$ cat src/rtl/io_lines_consts.vh
// Constants for the 24-line port with key scan and edge counters.
// Assumes byte addresses on an 8-bit APB address, 32-bit data, 40 MHz pclk.
`ifndef IO_LINES_CONSTS_VH
`define IO_LINES_CONSTS_VH

// ==========================================================
// Geometry
`define NUM_LINES        24
`define CNT_WIDTH        32

// ==========================================================
// Register byte offsets
`define REG_CTRL         8'h00
`define REG_OUT_VAL      8'h04
`define REG_OUT_EN       8'h08
`define REG_PULLUP       8'h0C
`define REG_IN_VAL       8'h10
`define REG_LOW_GRP      8'h14
`define REG_MID_GRP      8'h18
`define REG_TOP_GRP      8'h1C
`define REG_EVEN_GRP     8'h20
`define REG_ODD_GRP      8'h24
`define REG_LINE_SET     8'h28
`define REG_LINE_CLR     8'h2C
`define REG_INT_EN       8'h30
`define REG_EDGE_POL     8'h34
`define REG_IRQ_STAT     8'h38
`define REG_IRQ_MASK     8'h3C
`define REG_KEY_STAT     8'h40
// Counters sit at COUNT_BASE + 4 * line, lines 0..23
`define COUNT_BASE       8'h80

// ==========================================================
// Field positions
`define CTRL_PORT_EN     0
`define CTRL_SCAN_EN     1
`define KEY_EVT_BIT      24
`define STAT_WIDTH       25

// ==========================================================
// Reset values
`define RST_CTRL         2'h0
`define RST_LINES        24'h00_0000
`define RST_POL          24'h00_0000
`define RST_STAT         25'h000_0000

// ==========================================================
// Timing: dwell time on each driven scan line
`define CLK_PERIOD_NS    25
`define SCAN_STEP_NS     10000
`define SCAN_STEP_CYC    ((`SCAN_STEP_NS) / (`CLK_PERIOD_NS))
`define LAST_LINE        5'h17

`endif

$ cat src/rtl/io_lines_keyscan_counters.v
// 24-line general-purpose port: line and byte-group access, key matrix scan,
// per-line edge interrupts and 32-bit edge counters, behind an APB slave.
// Assumes APB inputs are synchronous to pclk; line_in passes a two-stage synchroniser; the pads combine out/oe_n/pull-up.
//
// Behaviour
// - The port has 24 lines 0..23, and a higher line always takes a higher bit in any grouped view.
// - Every line has a pull-up that software switches on or off for that line alone.
// - Once the port is enabled each line is writable as an output and readable as an input.
// - Low, middle and top byte groups map lines 7..0, 15..8, 23..16 and a write sets all eight.
// - The even-line group holds lines 14,12,...,0 from bit 7 down to bit 0.
// - The odd-line group holds lines 15,13,...,1 from bit 7 down to bit 0.
// - In key-scan mode the 24 lines scan a matrix of up to 276 keys, one per pair of lines.
// - A key press raises a key event that identifies the pressed key.
// - Two keys pressed together are both resolved without diodes only when they share no line.
// - A line set for interrupt raises an event on each edge of its selected polarity, falling after reset.
// - There are 24 unsigned 32-bit edge counters, one per line, each readable.
// - A counter counts only while its line is in interrupt mode, with no handler needed.
// - A counter steps by one on the edge polarity selected for that line's interrupt.
// - Resetting one counter zeroes it and leaves the others alone.
// - Counters register edges arriving at up to about ten kilohertz.
//
// The address map and the APB register port are this design's own decisions.
`timescale 1ns/1ps
`include "io_lines_consts.vh"

module io_lines_keyscan_counters (
  input  wire        pclk,
  input  wire        presetn,
  input  wire        psel,
  input  wire        penable,
  input  wire        pwrite,
  input  wire [7:0]  paddr,
  input  wire [31:0] pwdata,
  output reg  [31:0] prdata,
  output reg         pready,
  output reg         pslverr,
  input  wire [23:0] line_in,
  output reg  [23:0] line_out,
  output reg  [23:0] line_oe_n,
  output reg  [23:0] pullup_en,
  output reg         irq
);

  // ==========================================================
  // Register state
  reg  [1:0]  ctrl_q;
  reg  [23:0] out_val_q;
  reg  [23:0] out_en_q;
  reg  [23:0] pullup_q;
  reg  [23:0] int_en_q;
  reg  [23:0] edge_pol_q;
  reg  [24:0] stat_q;
  reg  [24:0] mask_q;
  reg  [31:0] cnt_q [0:23];
  reg  [23:0] sync1_q;
  reg  [23:0] sync2_q;
  reg  [23:0] prev_q;
  reg  [8:0]  div_q;
  reg  [4:0]  scan_idx_q;
  reg  [9:0]  found_a_q;
  reg  [9:0]  found_b_q;
  reg  [1:0]  found_n_q;
  reg  [9:0]  key_a_q;
  reg  [9:0]  key_b_q;
  reg  [1:0]  key_n_q;

  wire        port_en = ctrl_q[`CTRL_PORT_EN];
  wire        scan_en = ctrl_q[`CTRL_SCAN_EN] & port_en;
  wire        setup_ph = psel & ~penable;
  wire        wr = psel & penable & pwrite & pready;
  wire        scan_tick = scan_en & (div_q == 9'd0);
  wire [23:0] rise = sync2_q & ~prev_q; // Checked every cycle, far above 10 kHz
  wire [23:0] fall = ~sync2_q & prev_q;
  // Counting needs only interrupt mode, not an enabled interrupt output
  wire [23:0] line_evt = int_en_q & ((edge_pol_q & rise) | (~edge_pol_q & fall));

  // ==========================================================
  // Group views and event bits
  reg  [7:0]  even_in;
  reg  [7:0]  odd_in;
  reg  [23:0] grp_val;
  reg  [23:0] grp_msk;
  reg         hit;
  reg  [4:0]  hit_line;
  reg         key_new;
  // One loop index per process, so no process wakes another through it
  integer     gi;
  integer     wi;
  integer     ci;
  integer     hi;

  // Interleaved groups; bit 7 is always the higher line
  always @* begin
    for (gi = 0; gi < 8; gi = gi + 1) begin
      even_in[gi] = sync2_q[2 * gi];
      odd_in[gi]  = sync2_q[2 * gi + 1];
    end
  end

  // Bits touched by a group or single-line write, and their new values
  always @* begin
    grp_val = 24'h00_0000;
    grp_msk = 24'h00_0000;
    if (wr) begin
      case (paddr)
        `REG_LOW_GRP: begin
          grp_msk = 24'h00_00FF;
          grp_val = {16'h0000, pwdata[7:0]};
        end
        `REG_MID_GRP: begin
          grp_msk = 24'h00_FF00;
          grp_val = {8'h00, pwdata[7:0], 8'h00};
        end
        `REG_TOP_GRP: begin
          grp_msk = 24'hFF_0000;
          grp_val = {pwdata[7:0], 16'h0000};
        end
        `REG_EVEN_GRP: begin
          for (wi = 0; wi < 8; wi = wi + 1) begin
            grp_msk[2 * wi] = 1'b1;
            grp_val[2 * wi] = pwdata[wi];
          end
        end
        `REG_ODD_GRP: begin
          for (wi = 0; wi < 8; wi = wi + 1) begin
            grp_msk[2 * wi + 1] = 1'b1;
            grp_val[2 * wi + 1] = pwdata[wi];
          end
        end
        `REG_LINE_SET: begin
          grp_msk = pwdata[23:0];
          grp_val = 24'hFF_FFFF;
        end
        `REG_LINE_CLR: begin
          grp_msk = pwdata[23:0];
          grp_val = 24'h00_0000;
        end
        default: begin
          grp_msk = 24'h00_0000;
        end
      endcase
    end
  end

  // ==========================================================
  // APB slave: read data is captured in setup, so access needs no wait
  reg [31:0] rd_d;
  reg        err_d;

  always @* begin
    rd_d  = 32'h0000_0000;
    err_d = 1'b0;
    case (paddr)
      `REG_CTRL:     rd_d = {30'h0000_0000, ctrl_q};
      `REG_OUT_VAL:  rd_d = {8'h00, out_val_q};
      `REG_OUT_EN:   rd_d = {8'h00, out_en_q};
      `REG_PULLUP:   rd_d = {8'h00, pullup_q};
      `REG_IN_VAL:   rd_d = {8'h00, sync2_q};
      `REG_LOW_GRP:  rd_d = {24'h00_0000, sync2_q[7:0]};
      `REG_MID_GRP:  rd_d = {24'h00_0000, sync2_q[15:8]};
      `REG_TOP_GRP:  rd_d = {24'h00_0000, sync2_q[23:16]};
      `REG_EVEN_GRP: rd_d = {24'h00_0000, even_in};
      `REG_ODD_GRP:  rd_d = {24'h00_0000, odd_in};
      `REG_LINE_SET: rd_d = 32'h0000_0000;
      `REG_LINE_CLR: rd_d = 32'h0000_0000;
      `REG_INT_EN:   rd_d = {8'h00, int_en_q};
      `REG_EDGE_POL: rd_d = {8'h00, edge_pol_q};
      `REG_IRQ_STAT: rd_d = {7'h00, stat_q};
      `REG_IRQ_MASK: rd_d = {7'h00, mask_q};
      `REG_KEY_STAT: rd_d = {10'h000, key_n_q, key_b_q, key_a_q};
      default: begin
        // Counter window; anything else answers with an error and zero data
        if (paddr[7] && (paddr[6:2] < 5'd24) && (paddr[1:0] == 2'b00))
          rd_d = cnt_q[paddr[6:2]];
        else
          err_d = 1'b1;
      end
    endcase
  end

  // Ready and answer registered one cycle after setup
  always @(posedge pclk or negedge presetn) begin
    if (!presetn) begin
      pready  <= 1'b0;
      pslverr <= 1'b0;
      prdata  <= 32'h0000_0000;
    end else begin
      pready  <= setup_ph;
      pslverr <= setup_ph & err_d;
      if (setup_ph)
        prdata <= pwrite ? 32'h0000_0000 : rd_d;
    end
  end

  // ==========================================================
  // Configuration registers
  always @(posedge pclk or negedge presetn) begin
    if (!presetn) begin
      ctrl_q     <= `RST_CTRL;
      out_val_q  <= `RST_LINES;
      out_en_q   <= `RST_LINES;
      pullup_q   <= `RST_LINES;
      int_en_q   <= `RST_LINES;
      edge_pol_q <= `RST_POL;
      mask_q     <= `RST_STAT;
    end else begin
      out_val_q <= (out_val_q & ~grp_msk) | (grp_val & grp_msk);
      if (wr) begin
        case (paddr)
          `REG_CTRL:     ctrl_q     <= pwdata[1:0];
          `REG_OUT_VAL:  out_val_q  <= pwdata[23:0];
          `REG_OUT_EN:   out_en_q   <= pwdata[23:0];
          `REG_PULLUP:   pullup_q   <= pwdata[23:0];
          `REG_INT_EN:   int_en_q   <= pwdata[23:0];
          `REG_EDGE_POL: edge_pol_q <= pwdata[23:0]; // Zero selects falling
          `REG_IRQ_MASK: mask_q     <= pwdata[24:0];
          default:       mask_q     <= mask_q;
        endcase
      end
    end
  end

  // ==========================================================
  // Input synchroniser and edge history
  always @(posedge pclk or negedge presetn) begin
    if (!presetn) begin
      sync1_q <= 24'hFF_FFFF;
      sync2_q <= 24'hFF_FFFF;
      prev_q  <= 24'hFF_FFFF;
    end else begin
      sync1_q <= line_in;
      sync2_q <= sync1_q;
      prev_q  <= sync2_q;
    end
  end

  // ==========================================================
  // Edge counters; a clear that meets an edge leaves a count of one
  always @(posedge pclk or negedge presetn) begin
    if (!presetn) begin
      for (ci = 0; ci < 24; ci = ci + 1)
        cnt_q[ci] <= 32'h0000_0000;
    end else begin
      for (ci = 0; ci < 24; ci = ci + 1) begin
        if (wr && paddr[7] && (paddr[6:2] == ci[4:0]) && (paddr[1:0] == 2'b00))
          cnt_q[ci] <= {31'h0000_0000, line_evt[ci]};
        else if (line_evt[ci])
          cnt_q[ci] <= cnt_q[ci] + 32'h0000_0001; // Wraps at the top
      end
    end
  end

  // ==========================================================
  // Key scan: drive one line low per step, look for higher lines pulled low.
  // Each key pair is seen once, from its lower line. Two keys sharing a line
  // short three lines together and cannot be told apart without diodes.
  always @* begin
    hit      = 1'b0;
    hit_line = 5'h00;
    for (hi = 23; hi >= 0; hi = hi - 1) begin
      if ((hi[4:0] > scan_idx_q) && !sync2_q[hi]) begin
        hit      = 1'b1;
        hit_line = hi[4:0];
      end
    end
  end

  // New key set at the end of a sweep that differs from the last one
  always @* begin
    key_new = scan_tick && (scan_idx_q == `LAST_LINE) && (found_n_q != 2'd0) &&
              ({found_n_q, found_b_q, found_a_q} != {key_n_q, key_b_q, key_a_q});
  end

  // Step divider and sweep state
  always @(posedge pclk or negedge presetn) begin
    if (!presetn) begin
      div_q      <= 9'd0;
      scan_idx_q <= 5'h00;
      found_a_q  <= 10'h000;
      found_b_q  <= 10'h000;
      found_n_q  <= 2'd0;
      key_a_q    <= 10'h000;
      key_b_q    <= 10'h000;
      key_n_q    <= 2'd0;
    end else if (!scan_en) begin
      div_q      <= 9'd0;
      scan_idx_q <= 5'h00;
      found_n_q  <= 2'd0;
    end else begin
      div_q <= (div_q == `SCAN_STEP_CYC - 1) ? 9'd0 : div_q + 9'd1;
      if (scan_tick) begin
        if (scan_idx_q == `LAST_LINE) begin
          // Publish the sweep; up to two keys kept for shift use
          key_a_q    <= found_a_q;
          key_b_q    <= found_b_q;
          key_n_q    <= found_n_q;
          found_n_q  <= 2'd0;
          scan_idx_q <= 5'h00;
        end else begin
          if (hit && (found_n_q == 2'd0)) begin
            found_a_q <= {hit_line, scan_idx_q};
            found_n_q <= 2'd1;
          end else if (hit && (found_n_q == 2'd1)) begin
            found_b_q <= {hit_line, scan_idx_q};
            found_n_q <= 2'd2;
          end
          scan_idx_q <= scan_idx_q + 5'h01;
        end
      end
    end
  end

  // ==========================================================
  // Sticky status, write one to clear; a new event beats the clear
  reg [24:0] stat_set;
  reg [24:0] stat_clr;

  always @* begin
    stat_set = {key_new, line_evt & int_en_q};
    stat_clr = (wr && (paddr == `REG_IRQ_STAT)) ? pwdata[24:0] : 25'h000_0000;
  end

  always @(posedge pclk or negedge presetn) begin
    if (!presetn) begin
      stat_q <= `RST_STAT;
      irq    <= 1'b0;
    end else begin
      stat_q <= stat_set | (stat_q & ~stat_clr);
      irq    <= |((stat_set | (stat_q & ~stat_clr)) & mask_q);
    end
  end

  // ==========================================================
  // Pad controls; scan overrides the output registers while it runs
  always @(posedge pclk or negedge presetn) begin
    if (!presetn) begin
      line_out  <= 24'h00_0000;
      line_oe_n <= 24'hFF_FFFF;
      pullup_en <= 24'h00_0000;
    end else if (scan_en) begin
      line_out  <= 24'h00_0000;
      line_oe_n <= ~(24'h00_0001 << scan_idx_q);
      pullup_en <= 24'hFF_FFFF; // Undriven lines must idle high to be read
    end else begin
      line_out  <= out_val_q;
      line_oe_n <= port_en ? ~out_en_q : 24'hFF_FFFF;
      pullup_en <= pullup_q;
    end
  end

endmodule

$ cat config.mk
export PLATFORM = sky130hd
export DESIGN_NAME = io_lines_keyscan_counters
export DESIGN_NICKNAME = d
export VERILOG_FILES = /design/src/rtl/io_lines_keyscan_counters.v
export VERILOG_INCLUDE_DIRS = /design/src /design/src/rtl
export SDC_FILE = /design/constraint.sdc
export NUM_CORES = 2
export LEC_CHECK = 0
export ABC_AREA = 1
export BUFFER_PORTS_ARGS = -buffer_cell sky130_fd_sc_hd__buf_2
export CAP_MARGIN = 10
export CORE_UTILIZATION = 55
export DETAILED_ROUTE_END_ITERATION = 8
export PLACE_DENSITY = 0.74
export SYNTH_ARGS = -nofsm -noshare
export SYNTH_HDL_FRONTEND = slang
export SYNTH_SLANG_ARGS = --single-unit
$ cat constraint.sdc
create_clock -name pclk -period 2.3 [get_ports pclk]
set_input_delay 0.23 -clock pclk [delete_from_list [all_inputs] [get_ports pclk]]
set_output_delay 0.23 -clock pclk [all_outputs]
set_load 0.01 [all_outputs]
# After elaboration in Yosys (flattened, before gate mapping)
# Index checks and enable logic that the tools add are counted.
# word_totals
output_inout_bits,107
mem_bits_rw,0
mem_count,0
inputBits,69
regBits,1177
rom_bits,0
latch_bits,0
wordCells,488
# classes
n_addsub,26
order_cmp,26
n_reduce_logical,152
shifts,1
n_bitwise,31
mux,157
n_eq_ne,45
n_mul,0
n_div,0
# ops
cell,n
2-to-1 mux 32 bit,52
adder 32 x 1 -> 32 bit (second input constant),24
case mux 32 bit (16 select lines),1
bitwise AND 24 bit,8
2-to-1 mux 24 bit,8
binary-select mux 32 bit (select 5 bit),1
inverter 24 bit,6
2-to-1 mux 5 bit,27
logical AND 1 bit,81
equality test 8 x 6 -> 1 bit (second input constant),8
bitwise AND 25 bit,2
nonzero test 2 bit,25
OR 24 bit,2
equality test 5 bit (second input constant),9
case mux 1 bit (3 select lines),14
equality test 5 x 4 -> 1 bit (second input constant),8
> comparator 4 x 5 -> 1 bit (first input constant),8
> comparator 5 bit (first input constant),8
case mux 1 bit (2 select lines),18
equality test 8 x 5 -> 1 bit (second input constant),4
case mux 8 bit (2 select lines),2
2-to-1 mux 1 bit,26
2-to-1 mux 25 bit,1
inverter 25 bit,1
other kinds (37),94

# Longest topological paths before layout
# depth
ltp_word,32
depth_mapped,28
ltp_nobuf,28

# Least setup slack after synthesis
# No wires, ideal clock.
# synth_timing
path_type,reg-to-reg
startpoint,register sync2_q[7]
endpoint,register cnt_q[536] (netlist name)
required_time_ps,2177
path_stages_with_launch,20
slack_ps,-43
synth_period_minus_slack_ps,2343
path_buffers,0
arrival_time_ps,2220
setup_ps,123
path_cell_list,dfstp_2 > inv_1 > nor2_1 > nand2_1 > o21ai_2 > nand2_4 > nor3_2 > inv_2 > nor2_2 > inv_1 > nor2_2 > nand4_1 > nor2_2 > nand3_1 > nor2_2 > nand2_1 > nor2_1 > inv_1 > o21ai_0 > a21oi_1
# synth_between
elab_chain_cells,6
word_cells_on_any_way,8
classes_between,7 x bitwise; 1 x reduce/logical
# synth_lines
item,line,rtl
from (decl),io_lines_keyscan_counters.v:56,reg [23:0] sync2_q;
from (signal assigned),io_lines_keyscan_counters.v:232,sync2_q <= sync1_q;
inverter 24 bit,io_lines_keyscan_counters.v:73,wire [23:0] fall = ~sync2_q & prev_q;
bitwise AND 24 bit,io_lines_keyscan_counters.v:73,
bitwise AND 24 bit,io_lines_keyscan_counters.v:75,wire [23:0] line_evt = int_en_q & ((edge_pol_q & rise) | (~edge_pol_q & fall));
OR 24 bit (*),io_lines_keyscan_counters.v:75,
bitwise AND 24 bit (*),io_lines_keyscan_counters.v:75,
nonzero test 2 bit (no line) (*),--,
"to (signal, indexed assignment)",io_lines_keyscan_counters.v:246,"cnt_q[ci] <= {31'h0000_0000, line_evt[ci]};"
"to (signal, indexed assignment)",io_lines_keyscan_counters.v:248,cnt_q[ci] <= cnt_q[ci] + 32'h0000_0001;
to (decl),io_lines_keyscan_counters.v:54,reg [31:0] cnt_q [0:23];
# Every way passes the cells marked *; elsewhere a longest branch is shown, timed or not.
# A chain may end at the register's enable or synchronous reset.

# Worst setup path after layout
# Ends and elaborated chain as after synthesis.

==> metrics.txt <==
# TYPE chip_impl_metric gauge
chip_impl_metric{name="footprint_of_the_multi_input_gates",unit="um2"} 32300
chip_impl_metric{name="final_nets",unit=""} 10075
chip_impl_metric{name="crit_required",unit="ns"} 2.95
chip_impl_metric{name="numPlacedInstances",unit=""} 10995
chip_impl_metric{name="powerDensity",unit="nW/um2"} 532.6
chip_impl_metric{name="largest_net_degree_at_the_start_of_global_routing",unit=""} 78
chip_impl_metric{name="globalRouteOverflowTotal",unit=""} 0
chip_impl_metric{name="final_critical_path_setup_slack",unit="ns"} -0.3661
chip_impl_metric{name="avgSynthCellArea",unit="um2"} 7.754
chip_impl_metric{name="timing_max_transition_violations_final",unit=""} 0
chip_impl_info{name="startpoint_type",value="flop"} 1
chip_impl_info{name="ys.flop_type",value="dfrtp_1"} 1
chip_impl_metric{name="final_antenna_net_count",unit=""} 0
chip_impl_metric{name="post_route_cells_drive_above_1_share",unit=""} 0.3071
chip_impl_metric{name="dp.final_hpwl",unit="mm"} 202.7
chip_impl_metric{name="maxSlewHeadroom",unit=""} 0.5015
chip_impl_metric{name="grt_pass1_vias",unit=""} 68105
chip_impl_info{name="layout_common_cells",value="1414 x buf_4, 1232 x nand2_1, 1137 x inv_1"} 1
chip_impl_metric{name="buffer_ports.inserted",unit=""} 168
chip_impl_metric{name="synthArstFlopShare",unit=""} 1.000
chip_impl_metric{name="report.final.setup_viol",unit=""} 396
chip_impl_metric{name="rows",unit=""} 124
chip_impl_metric{name="library_cells_used_by_synthesis",unit=""} 75
chip_impl_metric{name="synth_enable_flop_cells",unit=""} 0
chip_impl_metric{name="tightestPinTransition",unit="ns"} 0.7477
chip_impl_metric{name="worst_slack_at_placement",unit="ns"} -0.5424
chip_impl_metric{name="internal_power_of_the_cells",unit="mW"} 35.08
chip_impl_metric{name="switching_fraction",unit=""} 0.2556
chip_impl_metric{name="warnings_synthesis",unit=""} 0
chip_impl_metric{name="drt-total-wl",unit="mm"} 279.4
chip_impl_info{name="timing.critical_path.cells",value="inv_2, nor2_2, nand2_1, o21ai_2, nand2_4, nor3_4, inv_2, nor2_4, inv_2, nor2_4, nand4_1, nor2_2, nand3_2, nor2_4, nand2_2, nor2_2, inv_2, o21ai_1, a21oi_1"} 1
chip_impl_info{name="cp_common_cell",value="inv_2"} 1
chip_impl_metric{name="vdd.ir_drop.worst",unit="V"} 0.0007236
chip_impl_metric{name="areaGrowthSynthToFinish",unit="%"} 38.29
chip_impl_metric{name="post_synth_net_total",unit=""} 8352
chip_impl_metric{name="numClockSinks",unit=""} 1177
chip_impl_metric{name="drtIter0Drc",unit=""} 8716
chip_impl_metric{name="synth-seq-cells",unit=""} 1177
chip_impl_metric{name="global_route.usage.total",unit=""} 0.4542
chip_impl_metric{name="path_clk_slew",unit="ns"} 0.06
chip_impl_info{name="grt_setup_unrepaired",value="true"} 1
chip_impl_info{name="layout_commonest_cell",value="buf_4"} 1
chip_impl_info{name="cp-startpoint",value="sync2_q[7]"} 1
chip_impl_metric{name="synth_area",unit="um2"} 63980
chip_impl_metric{name="fin_crit",unit="ns"} 2.666
chip_impl_metric{name="pin_count",unit=""} 176
chip_impl_metric{name="p_leak",unit="nW"} 40.57
chip_impl_info{name="violated_checks",value="setup timing"} 1
chip_impl_metric{name="p_switching",unit="mW"} 12.04
chip_impl_metric{name="initial_antenna_violation_count",unit=""} 12
chip_impl_metric{name="finish.cell_count_without_fillers",unit=""} 11602
chip_impl_metric{name="worst_skew_pair.late_latency",unit="ns"} 0.78
chip_impl_metric{name="drt_pass1_iterations",unit=""} 9
chip_impl_metric{name="floorplan.die.width",unit="um"} 343.1
chip_impl_metric{name="r2r.worst_path.cells",unit=""} 19
chip_impl_info{name="root_buffer",value="clkbuf_16"} 1
chip_impl_metric{name="max_clock_skew",unit="ns"} 0.02906
chip_impl_info{name="critical_path.reg2reg.startpoint",value="sync2_q[7]"} 1
chip_impl_info{name="critical_path.slowest_cell",value="dfstp_2"} 1
chip_impl_metric{name="avgRoutedWirePerCell",unit="um"} 24.09
chip_impl_metric{name="synthCells",unit=""} 8251
chip_impl_metric{name="floorplan.initialDensity",unit=""} 0.5573
chip_impl_metric{name="first_pass_grt_wire_length",unit="mm"} 406.1
chip_impl_metric{name="fin_tns_setup",unit="ns"} -34.75
chip_impl_info{name="status",value="finished with violations"} 1
chip_impl_metric{name="clk_path_buf_depth",unit=""} 3
chip_impl_metric{name="cts_htree_levels",unit=""} 4
chip_impl_metric{name="power.sequential.fraction",unit=""} 0.449
chip_impl_metric{name="route.vias.total",unit=""} 72276
chip_impl_metric{name="cpPeakStageDelay",unit="ns"} 0.54
chip_impl_metric{name="maxClockFrequency",unit="MHz"} 375.1
chip_impl_metric{name="report.final.hold_viol_count",unit=""} 0
chip_impl_metric{name="maxCapViolCount",unit=""} 0
chip_impl_metric{name="cp_max_fo",unit=""} 3
chip_impl_metric{name="route.detailed.vias_per_inst",unit=""} 6.230
chip_impl_metric{name="vert_die_dim",unit="um"} 343.1
chip_impl_info{name="hold_path.class",value="in -> async"} 1
chip_impl_metric{name="power_frac_clock",unit=""} 0.480
chip_impl_metric{name="register_area",unit="um2"} 29580
chip_impl_metric{name="drcViolationCount",unit=""} 0
chip_impl_metric{name="cts_inserted_buffers",unit=""} 134
chip_impl_info{name="classification_of_the_worst_setup_path",value="reg -> reg"} 1
chip_impl_metric{name="coreArea",unit="um2"} 114800
chip_impl_metric{name="portion_of_total_power_attributed_to_combinational_logic",unit=""} 0.071
chip_impl_metric{name="period_share",unit=""} 1.159
chip_impl_metric{name="gp_congestion",unit=""} 1.084
chip_impl_metric{name="total_die_area",unit="um2"} 117700
chip_impl_metric{name="worst-endpoint-arrival",unit="ns"} 3.31
chip_impl_metric{name="synth-seq-area-share",unit=""} 0.4622
chip_impl_metric{name="post-route-util",unit=""} 0.7706
chip_impl_metric{name="fill_cells",unit=""} 8044
chip_impl_info{name="worst_setup_path_end_kind",value="flop"} 1
chip_impl_info{name="cts_tree",value="built"} 1
## flip-flops by register name, indices dropped and copies added (netlist names), 9 cells and up
register / flops
line_oe_n: 24
prev_q: 24
found_a_q: 10
out_val_q: 24
key_a_q: 10
mask_q: 25
div_q: 9
found_b_q: 10
key_b_q: 10
line_out: 24
prdata: 32
pullup_q: 24
edge_pol_q: 24
stat_q: 25
out_en_q: 24
sync2_q: 24
int_en_q: 24
cnt_q: 768
sync1_q: 24
pullup_en: 24
## through the flow
stage	power, mW	cell area, um2	hold slack (ns)
final	47.12	88470	0.05666
after global routing	47.99	88470	0.07452
after CTS	46.84	84820	0.03907
after detailed placement	24.49	76490	0.1744
after global placement	24.46	76490	0.1734
after floorplan	22.39	64000	-0.06559
## worst max-delay path: cells and delay by family, from the launching register on
family          cells  cell delay, ns
buf+inv             4            0.23
flops               1            0.54
simple gates       12            1.50
compound gates      3            0.27
## cells in the mapped netlist, types with 32 or more instances
cell type / number / share of area
clkbuf_1: 192 / 0.011
a221oi_1: 136 / 0.019
nor3_1: 420 / 0.033
dfrtp_1: 1081 / 0.42
a211oi_1: 67 / 0.0079
a31oi_1: 56 / 0.0055
o21a_1: 48 / 0.0056
inv_2: 62 / 0.0036
nand4_1: 136 / 0.013
a21oi_1: 612 / 0.048
o21ai_0: 779 / 0.061
dfstp_2: 96 / 0.039
a22oi_1: 84 / 0.0099
nor2_2: 50 / 0.0049
o2111ai_1: 46 / 0.0063
inv_1: 1238 / 0.073
nand2_1: 1348 / 0.079
nor2_1: 765 / 0.045
o221ai_1: 47 / 0.0064
o22ai_1: 182 / 0.018
ha_1: 32 / 0.0063
nor4_1: 112 / 0.011
buf_1: 34 / 0.0020
nand3_1: 259 / 0.020
nor3_2: 34 / 0.0053
## kinds of logic (layout without fill, tap and decap cells)
| logic type | Yosys count | in the layout | share of synthesized area |
|---|---|---|---|
| other cells | 0 | 4 | 0 |
| xor+xnor | 32 | 32 | 0.004381 |
| compound gates | 2199 | 2199 | 0.2051 |
| fa+ha+maj | 32 | 32 | 0.006258 |
| flops | 1177 | 1177 | 0.4622 |
| buf+inv | 1573 | 3408 | 0.09340 |
| simple gates | 3235 | 3235 | 0.2280 |
| mux | 3 | 3 | 0.0005280 |
## power groups by stage
stage / combinational, mW / sequential [mW] / clock [mW]
after floorplan: 0.951 / 21.4 / 0
after global placement: 2.98 / 21.5 / 0
after detailed placement: 3.01 / 21.5 / 0
after CTS: 3.13 / 21.1 / 22.6
after global routing: 3.47 / 21.1 / 23.4
final: 3.35 / 21.1 / 22.6
## layer usage
metal / vias to the layer above / global-route usage / wire length [um]
met4: 18 / 0.2847 / 21840
met3: 1174 / 0.1300 / 34380
li1: 31697 / - / -
met2: 4893 / 0.6787 / 120700
met1: 34494 / 0.5809 / 102400
met5: - / 0 / 121
## final timing paths
check | slack (ns) | to
max | -0.37 | cnt_q[536]
min | 0.06 | cnt_q[447]
max reg2reg | -0.37 | cnt_q[536]
min reg2reg | 0.34 | sync2_q[0]
max in group asynchronous | 1.30 | sync1_q[8]
min in group pclk | 0.10 | sync1_q[20]
## layout make-up
cell class | count | share of cell area
Clock buffer | 189 | 0.04409
Timing Repair Buffer | 1844 | 0.1701
Tap cell | 1512 | 0.02138
Sequential cell | 1177 | 0.3343
Timing Repair inverter | 2 | 0.0001697
Clock inverter | 59 | 0.008004
Antenna cell | 4 | 0.0001131
Multi-Input combinational cell | 5501 | 0.3651
Inverter | 1314 | 0.05677
## timing repair
action | CTS | global route
resized for setup | 524 | 778
endpoints found under the hold margin | 847 | 0
setup buffers | 195 | 178
hold buffers | 57 | 0
endpoints found under the setup margin | 303 | 533
pin swaps | 141 | 317
cloned | 2 | 3
Note: power is estimated with default switching activity, not from simulation.
